<file path="src/include/nrds_map.vh">
// Constants for the non-restoring divide sequencer
// Overview of operation
// - Align divisor by 35 places, then run up to 36 iterations.
// - Each iteration shifts, sets quotient bit, adds/subtracts divisor, shifts quotient.
// - Subtract when remainder and divisor signs match, else add; weights descend.
// - Subtracting inserts one in quotient lsb stage; adding inserts zero.
// - Negative final remainder gets plus divisor magnitude; quotient adjusted by one.
// - Quotient beyond plus or minus (2^35 - 1) flags accumulator fault and halts, so -2^35 also faults.
// - Divide check runs every iteration and stops the sequence early.
// - Negative dividend uses the same alternating procedure.
// - Negative dividend gets initial divisor correction and an end correction.
// - 72-bit dividend in accumulator, divisor register, quotient register, remainder left.
// - Extended divisor is 72 bits: low half divisor, high half its sign.
// - Dividend equals divisor times quotient plus non-negative remainder.
`ifndef NRDS_MAP_VH
`define NRDS_MAP_VH
`define NRDS_WORD_W      36
`define NRDS_ACC_W       72
`define NRDS_ALIGN_SHIFT 36
`define NRDS_ITER_COUNT  36
`define NRDS_QW_W        40
`define NRDS_CNT_W       6
`define NRDS_CNT_TOP     6'h23
`define NRDS_Q_MAX       40'h07FFFFFFFF
`define NRDS_Q_MIN       40'hF800000001
`endif

</file>
<file path="src/nrds_addsub.v">
// 72-bit add/subtract unit for the divide accumulator
module nrds_addsub (
	// Operands
	input  wire [71:0] accIn,
	input  wire [71:0] operandIn,
	input  wire        subtract,
	// Result
	output wire [71:0] sumOut
);
	assign sumOut = subtract ? (accIn - operandIn) : (accIn + operandIn);
endmodule

</file>
<file path="src/nrds_divider.v">
// Non-restoring divide sequencer and datapath
`include "nrds_map.vh"
module nrds_divider (
	// Clock and reset
	input  wire        sys_clk,
	input  wire        rst_b,
	input  wire        clkEn,
	// Command from instruction control
	input  wire        start,
	input  wire [71:0] dividendIn,
	input  wire [35:0] divisorIn,
	// Results
	output reg  [35:0] quotientOut,
	output reg  [71:0] remainderOut,
	output reg         done,
	output wire        busy,
	// Fault and halt
	output reg         accFault,
	output wire        haltReq
);
	////////////////////////////////////////////////////////////////////
	localparam [4:0] ST_IDLE  = 5'h01;
	localparam [4:0] ST_ALIGN = 5'h02;
	localparam [4:0] ST_ITER  = 5'h04;
	localparam [4:0] ST_FIX   = 5'h08;
	localparam [4:0] ST_HALT  = 5'h10;

	reg  [4:0]                   state_reg;
	reg  [4:0]                   state_next;
	reg  [71:0]                  acc_reg;
	reg  [71:0]                  alignDiv_reg;
	reg  [35:0]                  div_reg;
	reg  [35:0]                  quot_reg;
	reg  [`NRDS_QW_W-1:0]        qWeight_reg;
	reg  [`NRDS_CNT_W-1:0]       cnt_reg;
	reg                          negDividend_reg;
	reg  [71:0]                  addOperand;
	reg                          addSub;
	wire [71:0]                  accSum;
	wire                         sameSign;
	wire                         quotientLsbStage;
	wire [`NRDS_QW_W-1:0]        qWeight_next;
	wire [`NRDS_QW_W-1:0]        stepWeight;
	wire                         qOverflow;
	reg  [35:0]                  quotFinal;
	reg  [`NRDS_QW_W-1:0]        qFinalWide;
	wire                         finalOver;

	////////////////////////////////////////////////////////////////////
	// Sign extension of a single-length word to double length
	function [71:0] dext;
		input [35:0] w;
		begin
			dext = {{36{w[35]}}, w};
		end
	endfunction

	// Weight 2^k on the quotient scale
	function [`NRDS_QW_W-1:0] pow2;
		input [`NRDS_CNT_W-1:0] k;
		begin
			pow2 = {{(`NRDS_QW_W-1){1'b0}}, 1'b1} << k;
		end
	endfunction

	// Signed greater-than on the quotient scale
	function sgt;
		input [`NRDS_QW_W-1:0] a;
		input [`NRDS_QW_W-1:0] b;
		begin
			sgt = $signed(a) > $signed(b);
		end
	endfunction

	////////////////////////////////////////////////////////////////////
	assign busy    = (state_reg == ST_ALIGN) || (state_reg == ST_ITER) ||
	                 (state_reg == ST_FIX);
	assign haltReq = accFault;

	// sign comparison
	// A zero partial remainder counts as positive.
	assign sameSign = (acc_reg[71] == div_reg[35]);
	assign quotientLsbStage = sameSign;
	assign stepWeight       = pow2(cnt_reg);
	assign qWeight_next     = sameSign ? (qWeight_reg + stepWeight)
	                                   : (qWeight_reg - stepWeight);

	// early divide check
	// Remaining weights can still move the quotient by at most 2^k - 1.
	assign qOverflow = sgt(qWeight_next - (stepWeight - 40'h0000000001), `NRDS_Q_MAX) ||
	                   sgt(`NRDS_Q_MIN, qWeight_next + (stepWeight - 40'h0000000001));

	// Operand selection for the shared adder
	always @* begin
		addOperand = dext(div_reg);
		addSub     = 1'b0;
		case (state_reg)
			ST_ALIGN: begin
				// Latched divisor, so the command operands need not be held
				addOperand = dext(div_reg);
				addSub     = 1'b0;
			end
			ST_ITER: begin
				addOperand = alignDiv_reg;
				addSub     = sameSign;
			end
			ST_FIX: begin
				// Adds the divisor magnitude
				addOperand = dext(div_reg);
				addSub     = div_reg[35];
			end
			default: begin
				addOperand = dext(div_reg);
				addSub     = 1'b0;
			end
		endcase
	end

	nrds_addsub u_addsub (
		.accIn     (acc_reg),
		.operandIn (addOperand),
		.subtract  (addSub),
		.sumOut    (accSum)
	);

	// Final quotient from the inserted bits, then end corrections
	always @* begin
		quotFinal  = {quot_reg[34:0], 1'b1};
		qFinalWide = qWeight_reg;
		if (negDividend_reg) begin
			quotFinal  = quotFinal - 36'h000000001;
			qFinalWide = qFinalWide - 40'h0000000001;
		end
		if (acc_reg[71]) begin
			if (div_reg[35]) begin
				quotFinal  = quotFinal + 36'h000000001;
				qFinalWide = qFinalWide + 40'h0000000001;
			end else begin
				quotFinal  = quotFinal - 36'h000000001;
				qFinalWide = qFinalWide - 40'h0000000001;
			end
		end
	end

	// end correction check
	// The one-unit end adjustments could wrap a boundary quotient silently.
	assign finalOver = sgt(qFinalWide, `NRDS_Q_MAX) || sgt(`NRDS_Q_MIN, qFinalWide);

	////////////////////////////////////////////////////////////////////
	always @* begin
		state_next = state_reg;
		case (state_reg)
			ST_IDLE: begin
				if (start) begin
					state_next = ST_ALIGN;
				end
			end
			ST_ALIGN: begin
				state_next = ST_ITER;
			end
			ST_ITER: begin
				if (qOverflow) begin
					state_next = ST_HALT;
				end else if (cnt_reg == {`NRDS_CNT_W{1'b0}}) begin
					state_next = ST_FIX;
				end
			end
			ST_FIX: begin
				if (finalOver) begin
					state_next = ST_HALT;
				end else begin
					state_next = ST_IDLE;
				end
			end
			ST_HALT: begin
				// Machine stays stopped until reset
				state_next = ST_HALT;
			end
			default: begin
				state_next = ST_IDLE;
			end
		endcase
	end

	////////////////////////////////////////////////////////////////////
	always @(posedge sys_clk or negedge rst_b) begin
		if (!rst_b) begin
			state_reg       <= ST_IDLE;
			acc_reg         <= 72'h000000000000000000;
			alignDiv_reg    <= 72'h000000000000000000;
			div_reg         <= 36'h000000000;
			quot_reg        <= 36'h000000000;
			qWeight_reg     <= 40'h0000000000;
			cnt_reg         <= 6'h00;
			negDividend_reg <= 1'b0;
			quotientOut     <= 36'h000000000;
			remainderOut    <= 72'h000000000000000000;
			done            <= 1'b0;
			accFault        <= 1'b0;
		end else if (clkEn) begin
			state_reg <= state_next;
			done      <= 1'b0;
			case (state_reg)
				ST_IDLE: begin
					if (start) begin
						acc_reg         <= dividendIn;
						div_reg         <= divisorIn;
						negDividend_reg <= dividendIn[71];
						quot_reg        <= 36'h000000000;
						qWeight_reg     <= 40'h0000000000;
					end
				end
				ST_ALIGN: begin
					// 35-place alignment
					// Shifting the divisor up instead of the accumulator keeps A in place.
					alignDiv_reg <= dext(div_reg) << `NRDS_ALIGN_SHIFT - 1;
					cnt_reg      <= `NRDS_CNT_TOP;
					if (negDividend_reg) begin
						acc_reg <= accSum;
					end
				end
				ST_ITER: begin
					acc_reg      <= accSum;
					alignDiv_reg <= {alignDiv_reg[71], alignDiv_reg[71:1]};
					quot_reg     <= {quot_reg[34:0], quotientLsbStage};
					qWeight_reg  <= qWeight_next;
					cnt_reg      <= cnt_reg - 6'h01;
					if (qOverflow) begin
						accFault <= 1'b1;
					end
				end
				ST_FIX: begin
					if (finalOver) begin
						accFault <= 1'b1;
					end else begin
						if (acc_reg[71]) begin
							remainderOut <= accSum;
							acc_reg      <= accSum;
						end else begin
							remainderOut <= acc_reg;
						end
						quotientOut <= quotFinal;
						quot_reg    <= quotFinal;
						done        <= 1'b1;
					end
				end
				ST_HALT: begin
					accFault <= 1'b1;
				end
				default: begin
					accFault <= accFault;
				end
			endcase
		end
	end
endmodule

</file>
<file path="config.mk">
export PLATFORM = sky130hd
export DESIGN_NAME = nrds_divider
export DESIGN_NICKNAME = d
export VERILOG_FILES = /design/src/nrds_addsub.v /design/src/nrds_divider.v
export VERILOG_INCLUDE_DIRS = /design/src /design/src/include
export SDC_FILE = /design/constraint.sdc
export NUM_CORES = 2
export LEC_CHECK = 0
export BUFFER_PORTS_ARGS = -buffer_cell sky130_fd_sc_hd__buf_2
export CAP_MARGIN = 5
export CORE_MARGIN = 3
export CORE_UTILIZATION = 55
export DETAILED_ROUTE_END_ITERATION = 10
export GPL_ROUTABILITY_DRIVEN = 0
export HOLD_SLACK_MARGIN = 0.15
export PLACE_DENSITY = 0.75
export SETUP_SLACK_MARGIN = 0.5
export SLEW_MARGIN = 0
export SYNTH_ARGS = -nofsm -noshare
export SYNTH_HDL_FRONTEND = slang
export SYNTH_SLANG_ARGS = --single-unit
</file>
<file path="constraint.sdc">
create_clock -name sys_clk -period 8.2 [get_ports sys_clk]
set_input_delay 0.82 -clock sys_clk [delete_from_list [all_inputs] [get_ports sys_clk]]
set_output_delay 0.82 -clock sys_clk [all_outputs]
set_load 0.005 [all_outputs]
</file>
Word level (Yosys, flattened, before mapping)
Cells that the tools add are included.
{"block": "totals", "mem_bits_rw": 0, "romBits": 0, "register_bits": 377, "n_memories": 0, "input_bits": 112, "out_inout_bits": 112, "latch_bits": 0}
{"block": "classes", "n_addsub": 14, "n_lt_le_gt_ge": 4, "mux": 32, "n_eq_ne": 12, "div_mod_pow": 0, "n_reduce_logical": 19, "n_mul": 0, "n_bitwise": 2, "shifts": 1}
{"cell": "$mux W72", "count": 6}
{"cell": "$pmux W72 S4", "count": 1}
{"cell": "$mux W40", "count": 5}
{"cell": "$pmux W72 S2", "count": 1}
{"cell": "$sub A40 B1 Y40 const B", "count": 3}
{"cell": "$mux W36", "count": 3}
{"cell": "$pmux W35 S3", "count": 1}
{"cell": "$add A40 B40 Y40", "count": 2}
{"cell": "$gt A36 B40 Y1 const A", "count": 2}
{"cell": "$gt A40 B36 Y1 const B", "count": 2}
{"cell": "$pmux W40 S2", "count": 1}
{"cell": "$sub A40 B40 Y40", "count": 2}
{"cell": "$add A72 B72 Y72", "count": 1}
{"cell": "$sub A36 B1 Y36 const B", "count": 2}
{"cell": "$sub A72 B72 Y72", "count": 1}
{"cell": "$mux W35", "count": 2}
{"cell": "$add A40 B1 Y40 const B", "count": 1}
{"cell": "$shl A1 B6 Y40 const A", "count": 1}
{"cell": "$add A36 B1 Y36 const B", "count": 1}
{"cell": "$pmux W5 S5", "count": 1}
{"cell": "$mux W5", "count": 4}
{"cell": "$reduce_and A3 Y1", "count": 5}
{"cell": "$pmux W6 S2", "count": 1}
{"cell": "$ne A2 B2 Y1 const B", "count": 5}
{"cell": "20 further kinds", "count": 30}

Depth between registers and ports, before layout
{"block": "logic_depth", "ltp_word": 9, "ltp_mapped": 43, "depth_no_buf": 40}

Cells and area by module
A second synthesis with hierarchy kept.
{"block": "unflattened", "cells_unflattened": 4417, "hier_area_um2": 36671.4}
{"mod": "nrds_divider", "instances": 1, "cells_per_inst": 3526, "area_each_um2": 30853.3, "seq_area_each_um2": 9435.3}
{"mod": "nrds_addsub", "instances": 1, "cells_per_inst": 891, "area_each_um2": 5818.1, "seq_area_each_um2": 0.0}

Least setup slack after synthesis
OpenSTA, ideal clock, no wires.
{"block": "synth_timing", "path_type": "register to register", "from": "reg cnt_reg[1]", "to": "reg state_reg[0]", "n_path_buf": 3, "stages_incl_launch_ff": 39, "required_time_ns": 8.118, "setup_time_ns": 0.082, "slack_ns": 0.209, "arrival_ns": 7.909, "path_cell_list": "dfrtp_1 -> inv_1 -> ha_1 -> clkbuf_1 -> clkbuf_1 -> nand2_1 -> ha_1 -> inv_1 -> a21o_1 -> nor2_1 -> nand2_1 -> mux2_2 -> a22o_1 -> a21oi_1 -> ha_1 -> a21o_1 -> a21o_1 -> a31oi_1 -> [... 3 more ...] -> o21a_1 -> nor2_1 -> xnor2_1 -> ha_1 -> clkbuf_1 -> nand2_1 -> o21ba_2 -> o22ai_1 -> or4_1 -> nor4_1 -> nand4_1 -> nor4_1 -> nand4_1 -> nor4_1 -> a41oi_1 -> o21ai_0 -> o21a_1 -> mux2_2"}
{"block": "synth_via", "elab_chain_len": 8, "elab_cells_between_ends": 15, "cone_classes": "add/sub: 5; order compare: 2; eq/ne: 1; shift: 1; mux: 3; reduce/logical: 3"}
{"element": "start: declaration", "line": "nrds_divider.v:35", "text": "reg [`NRDS_CNT_W-1:0] cnt_reg;"}
{"element": "start signal: assignment", "line": "nrds_divider.v:217", "text": "cnt_reg <= `NRDS_CNT_TOP;"}
{"element": "start signal: assignment", "line": "nrds_divider.v:227", "text": "cnt_reg <= cnt_reg - 6'h01;"}
{"element": "$shl A1 B6 Y40", "line": "nrds_divider.v:62", "text": "pow2 = {{(`NRDS_QW_W-1){1'b0}}, 1'b1} << k;"}
{"element": "$sub A40 B40 Y40 or $add A40 B40 Y40 (tied branches)", "line": "nrds_divider.v:86, nrds_divider.v:85"}
{"element": "$mux W40", "line": "nrds_divider.v:85", "text": "assign qWeight_next = sameSign ? (qWeight_reg + stepWeight)"}
{"element": "$sub A40 B40 Y40 or $add A40 B40 Y40 (tied branches)", "line": "nrds_divider.v:90, nrds_divider.v:91"}
{"element": "$gt A40 B36 Y1 or $gt A36 B40 Y1 (tied branches)", "line": "nrds_divider.v:71", "text": "sgt = $signed(a) > $signed(b);"}
{"element": "$logic_or A1 B1 Y1", "line": "nrds_divider.v:90", "text": "assign qOverflow = sgt(qWeight_next - (stepWeight - 40'h0000000001), `NRDS_Q_MAX) ||"}
{"element": "$mux W5 or $ne A3 B2 Y1 (tied branches)"}
{"element": "$pmux W5 S5 or $reduce_and A3 Y1 (tied branches)"}
{"element": "end signal: assignment", "line": "nrds_divider.v:201", "text": "state_reg <= state_next;"}
{"element": "end: declaration", "line": "nrds_divider.v:28", "text": "reg [4:0] state_reg;"}
Parallel ways exist; a longest one is shown, timed or not.
A chain may end at the register's enable or synchronous reset.

Worst setup path in the final report
{"block": "layout_timing", "from": "reg cnt_reg[0]", "to": "reg state_reg[0]"}
Same word-level chain as after synthesis.

==> flow_metrics.py <==
metrics = {
    "synth": {
        "yosys_warnings": 0,
        "syn_nets": 5010,
        "synthFlopType": "dfrtp_1",
        "synth_area_leaders": "dfrtp_1 (26%), ha_1 (9.3%), nand2_1 (6.1%), o21ai_0 (5.7%), a21oi_1 (5.2%)",
        "syn-mean-instance-area_sq_um": 7.876,
        "synth_commonest_cells": "nand2_1 (587), o21ai_0 (414), a21oi_1 (380)",
        "yosysMostFrequentCell": "nand2_1",
        "synthCells": 4621,
        "async_reset_ff_frac": 1.000,
        "yosysSeqAreaShare": 0.2592,
        "synth_top_cell_area_share": 0.2585,
        "yosys.area.top_type": "dfrtp_1",
        "synth_edf_count": 0,
        "synth_cell_types": 90,
        "ys_seq_elements": 377,
        "synth_area_sq_um": 36390,
    },
    "grt": {
        "grt_pass1_wl_um": 184500,
        "grt-ovfl-total": 0,
        "grt_pass1_vias": 33700,
        "antenna_found_initial": 4,
        "grt.total_usage": 0.3238,
        "grt_max_degree": 159,
    },
    "floorplanning": {
        "chipHeight_um": 263.2,
        "start_util": 0.5605,
        "core_sq_um": 64930,
        "die_w_um": 263.2,
        "num_io_pins": 224,
        "num_rows": 93,
        "die-area_sq_um": 69300,
    },
    "timing": {
        "worst_pin_slew_ns": 1.178,
        "setup_viol_count_final": 0,
        "fin_ws_ns": 0.5375,
        "min_period_ns": 7.663,
        "max_freq_ghz": 0.1305,
        "clock_skew_ns": 0.04075,
        "drv_slew": 0,
        "hold_violations": 0,
        "rsz0062_at_grt": "yes",
        "min_period_over_period": 0.9345,
        "slew_headroom": 0.2130,
    },
    "worst_setup_path": {
        "cp_slowest_cell": "or4_1",
        "slowest_delay_ns": 0.61,
        "path_buf_inv": 4,
        "critical-path-top-cell-by-count": "a21oi_1",
        "path_class": "register to register",
        "cp_max_fo": 11,
        "crit_family": "simple AND/OR/NAND/NOR gates",
        "reg2reg_depth": 33,
        "timing.rr.end": "state_reg[0]$_DFFE_PN1P_",
        "endpoint_kind": "register",
        "cp.required_ns": 8.72,
        "r2r_slack_ns": 0.54,
        "start_kind": "register",
        "regToRegStartpoint": "cnt_reg[0]$_DFFE_PN0P_",
        "arrival_ns": 8.18,
    },
    "cells_and_area": {
        "drive_above_1_share": 0.1346,
        "final_util": 0.6269,
        "fin_nets": 5131,
        "fin_cells": 5634,
        "synthToLayoutAreaGrowth_pct": 11.83,
    },
    "cts": {
        "htreeDepth": 2,
        "clk_pin_slew_ns": 0.06,
        "clock_latency_ns": 0.62,
        "clock-root-buffer": "clkbuf_16",
        "numClockSinks": 377,
        "clockBufferDepth": 3,
        "cts_tree": "yes",
        "cts_buffers": 44,
    },
    "placement": {
        "dpl.hpwl_um": 88230,
        "io_buffer_count": 223,
        "dp_slack_ns": -0.2463,
        "dp.cells": 5530,
    },
    "drt": {
        "drt_first_pass_iters": 6,
        "routed_wl_um": 118200,
        "routed_via_density": 6.508,
        "first_iter_violations": 4195,
        "vias": 36670,
        "drc_errors": 0,
        "avgRoutedWirePerCell_um": 20.98,
        "ant_nets": 0,
    },
    "worst_hold_path": {
        "hold_class": "primary input to async pin",
    },
    "outcome": {
        "status": "finished, final reports clean",
    },
    "job": {
        "drv_cap": 0,
    },
}
[placed cells by master, fill, tap and decap left out, types with 21 or more instances in the layout]
| master | instances |
|---|---|
| o21bai_1 | 32 |
| ha_1 | 255 |
| o21a_1 | 38 |
| and3_1 | 21 |
| or3_1 | 39 |
| and2_1 | 22 |
| o21ai_0 | 407 |
| a21oi_1 | 370 |
| nand4_1 | 55 |
| a221oi_1 | 39 |
| nor2_1 | 336 |
| or4_1 | 22 |
| a21boi_0 | 40 |
| xor2_1 | 134 |
| nand3_1 | 82 |
| dfrtp_1 | 375 |
| nand3b_1 | 23 |
| o211ai_1 | 30 |
| nand2b_1 | 51 |
| a31oi_1 | 82 |
| nand2_1 | 582 |
| a211oi_1 | 32 |
| nor4_1 | 42 |
| clkbuf_16 | 44 |
| o31ai_1 | 29 |
| xnor2_1 | 191 |
| mux2i_1 | 100 |
| buf_4 | 104 |
| a22o_1 | 60 |
| mux2_2 | 55 |
| mux2_4 | 28 |
| inv_1 | 130 |
| nor2b_1 | 45 |
| nor3_1 | 101 |
| buf_2 | 222 |
| a21o_1 | 134 |
[logic make-up after synthesis]
group	count (synthesis)	synth area share
and+or+nand+nor	1532	0.1978
xor gates and xnor gates	336	0.08106
AOI/OAI and AO/OA	1522	0.2670
buffers and inverters	393	0.04204
DFF	377	0.2592
adders and majority gates	277	0.09647
muxes	184	0.05635
[timing repair]
item / CTS / global route
pin swaps: 8 / 30
setup buffers: 4 / 17
hold buffers: 0 / 0
gates resized for setup: 35 / 80
setup endpoints to repair: 6 / 30
[how the worst max path moves through the flow]
stage                           startpoint                        to  slack, ns  cells after the start
floorplan           cnt_reg[1]$_DFFE_PN0P_  state_reg[0]$_DFFE_PN1P_       0.53                     38
global placement    cnt_reg[1]$_DFFE_PN0P_  state_reg[0]$_DFFE_PN1P_      -0.04                     35
detailed placement  cnt_reg[1]$_DFFE_PN0P_  state_reg[0]$_DFFE_PN1P_      -0.25                     35
CTS                 cnt_reg[1]$_DFFE_PN0P_  state_reg[0]$_DFFE_PN1P_       0.50                     39
global route        cnt_reg[0]$_DFFE_PN0P_  state_reg[0]$_DFFE_PN1P_       0.23                     35
finish              cnt_reg[0]$_DFFE_PN0P_  state_reg[0]$_DFFE_PN1P_       0.54                     33
[metrics by stage]
step	cell area [sq um]	hold WS [ns]	setup TNS, ns
CTS	40220	0.3428	0
floorplan	36400	0.4502	0
global placement	38410	0.4582	-0.03993
global route	40690	0.3628	0
finish	40700	0.2624	0
detailed placement	38410	0.4653	-0.3611
[routing by layer]
metal / track usage / vias to the layer above / share of wire
met2: 0.4907 / 1823 / 0.43
li1: - / 17140 / -
met3: 0.07822 / 261 / 0.11
met4: 0.1004 / 0 / 0.033
met1: 0.4563 / 17440 / 0.43
met5: 0 / - / 0
[layout make-up]
class,instances,area (sq um)
antenna,3,7.507
clock buffer,51,1157
clock inverter,29,460.4
fill,5621,24230
inverter,132,495.5
multi-input combinational,3851,26020
sequential,377,9439
tap,855,1070
timing repair buffer,336,2051
Power is left out: the tool's default activity adds up to more than one toggle a clock period on the data nets, which glitch-free logic cannot reach.
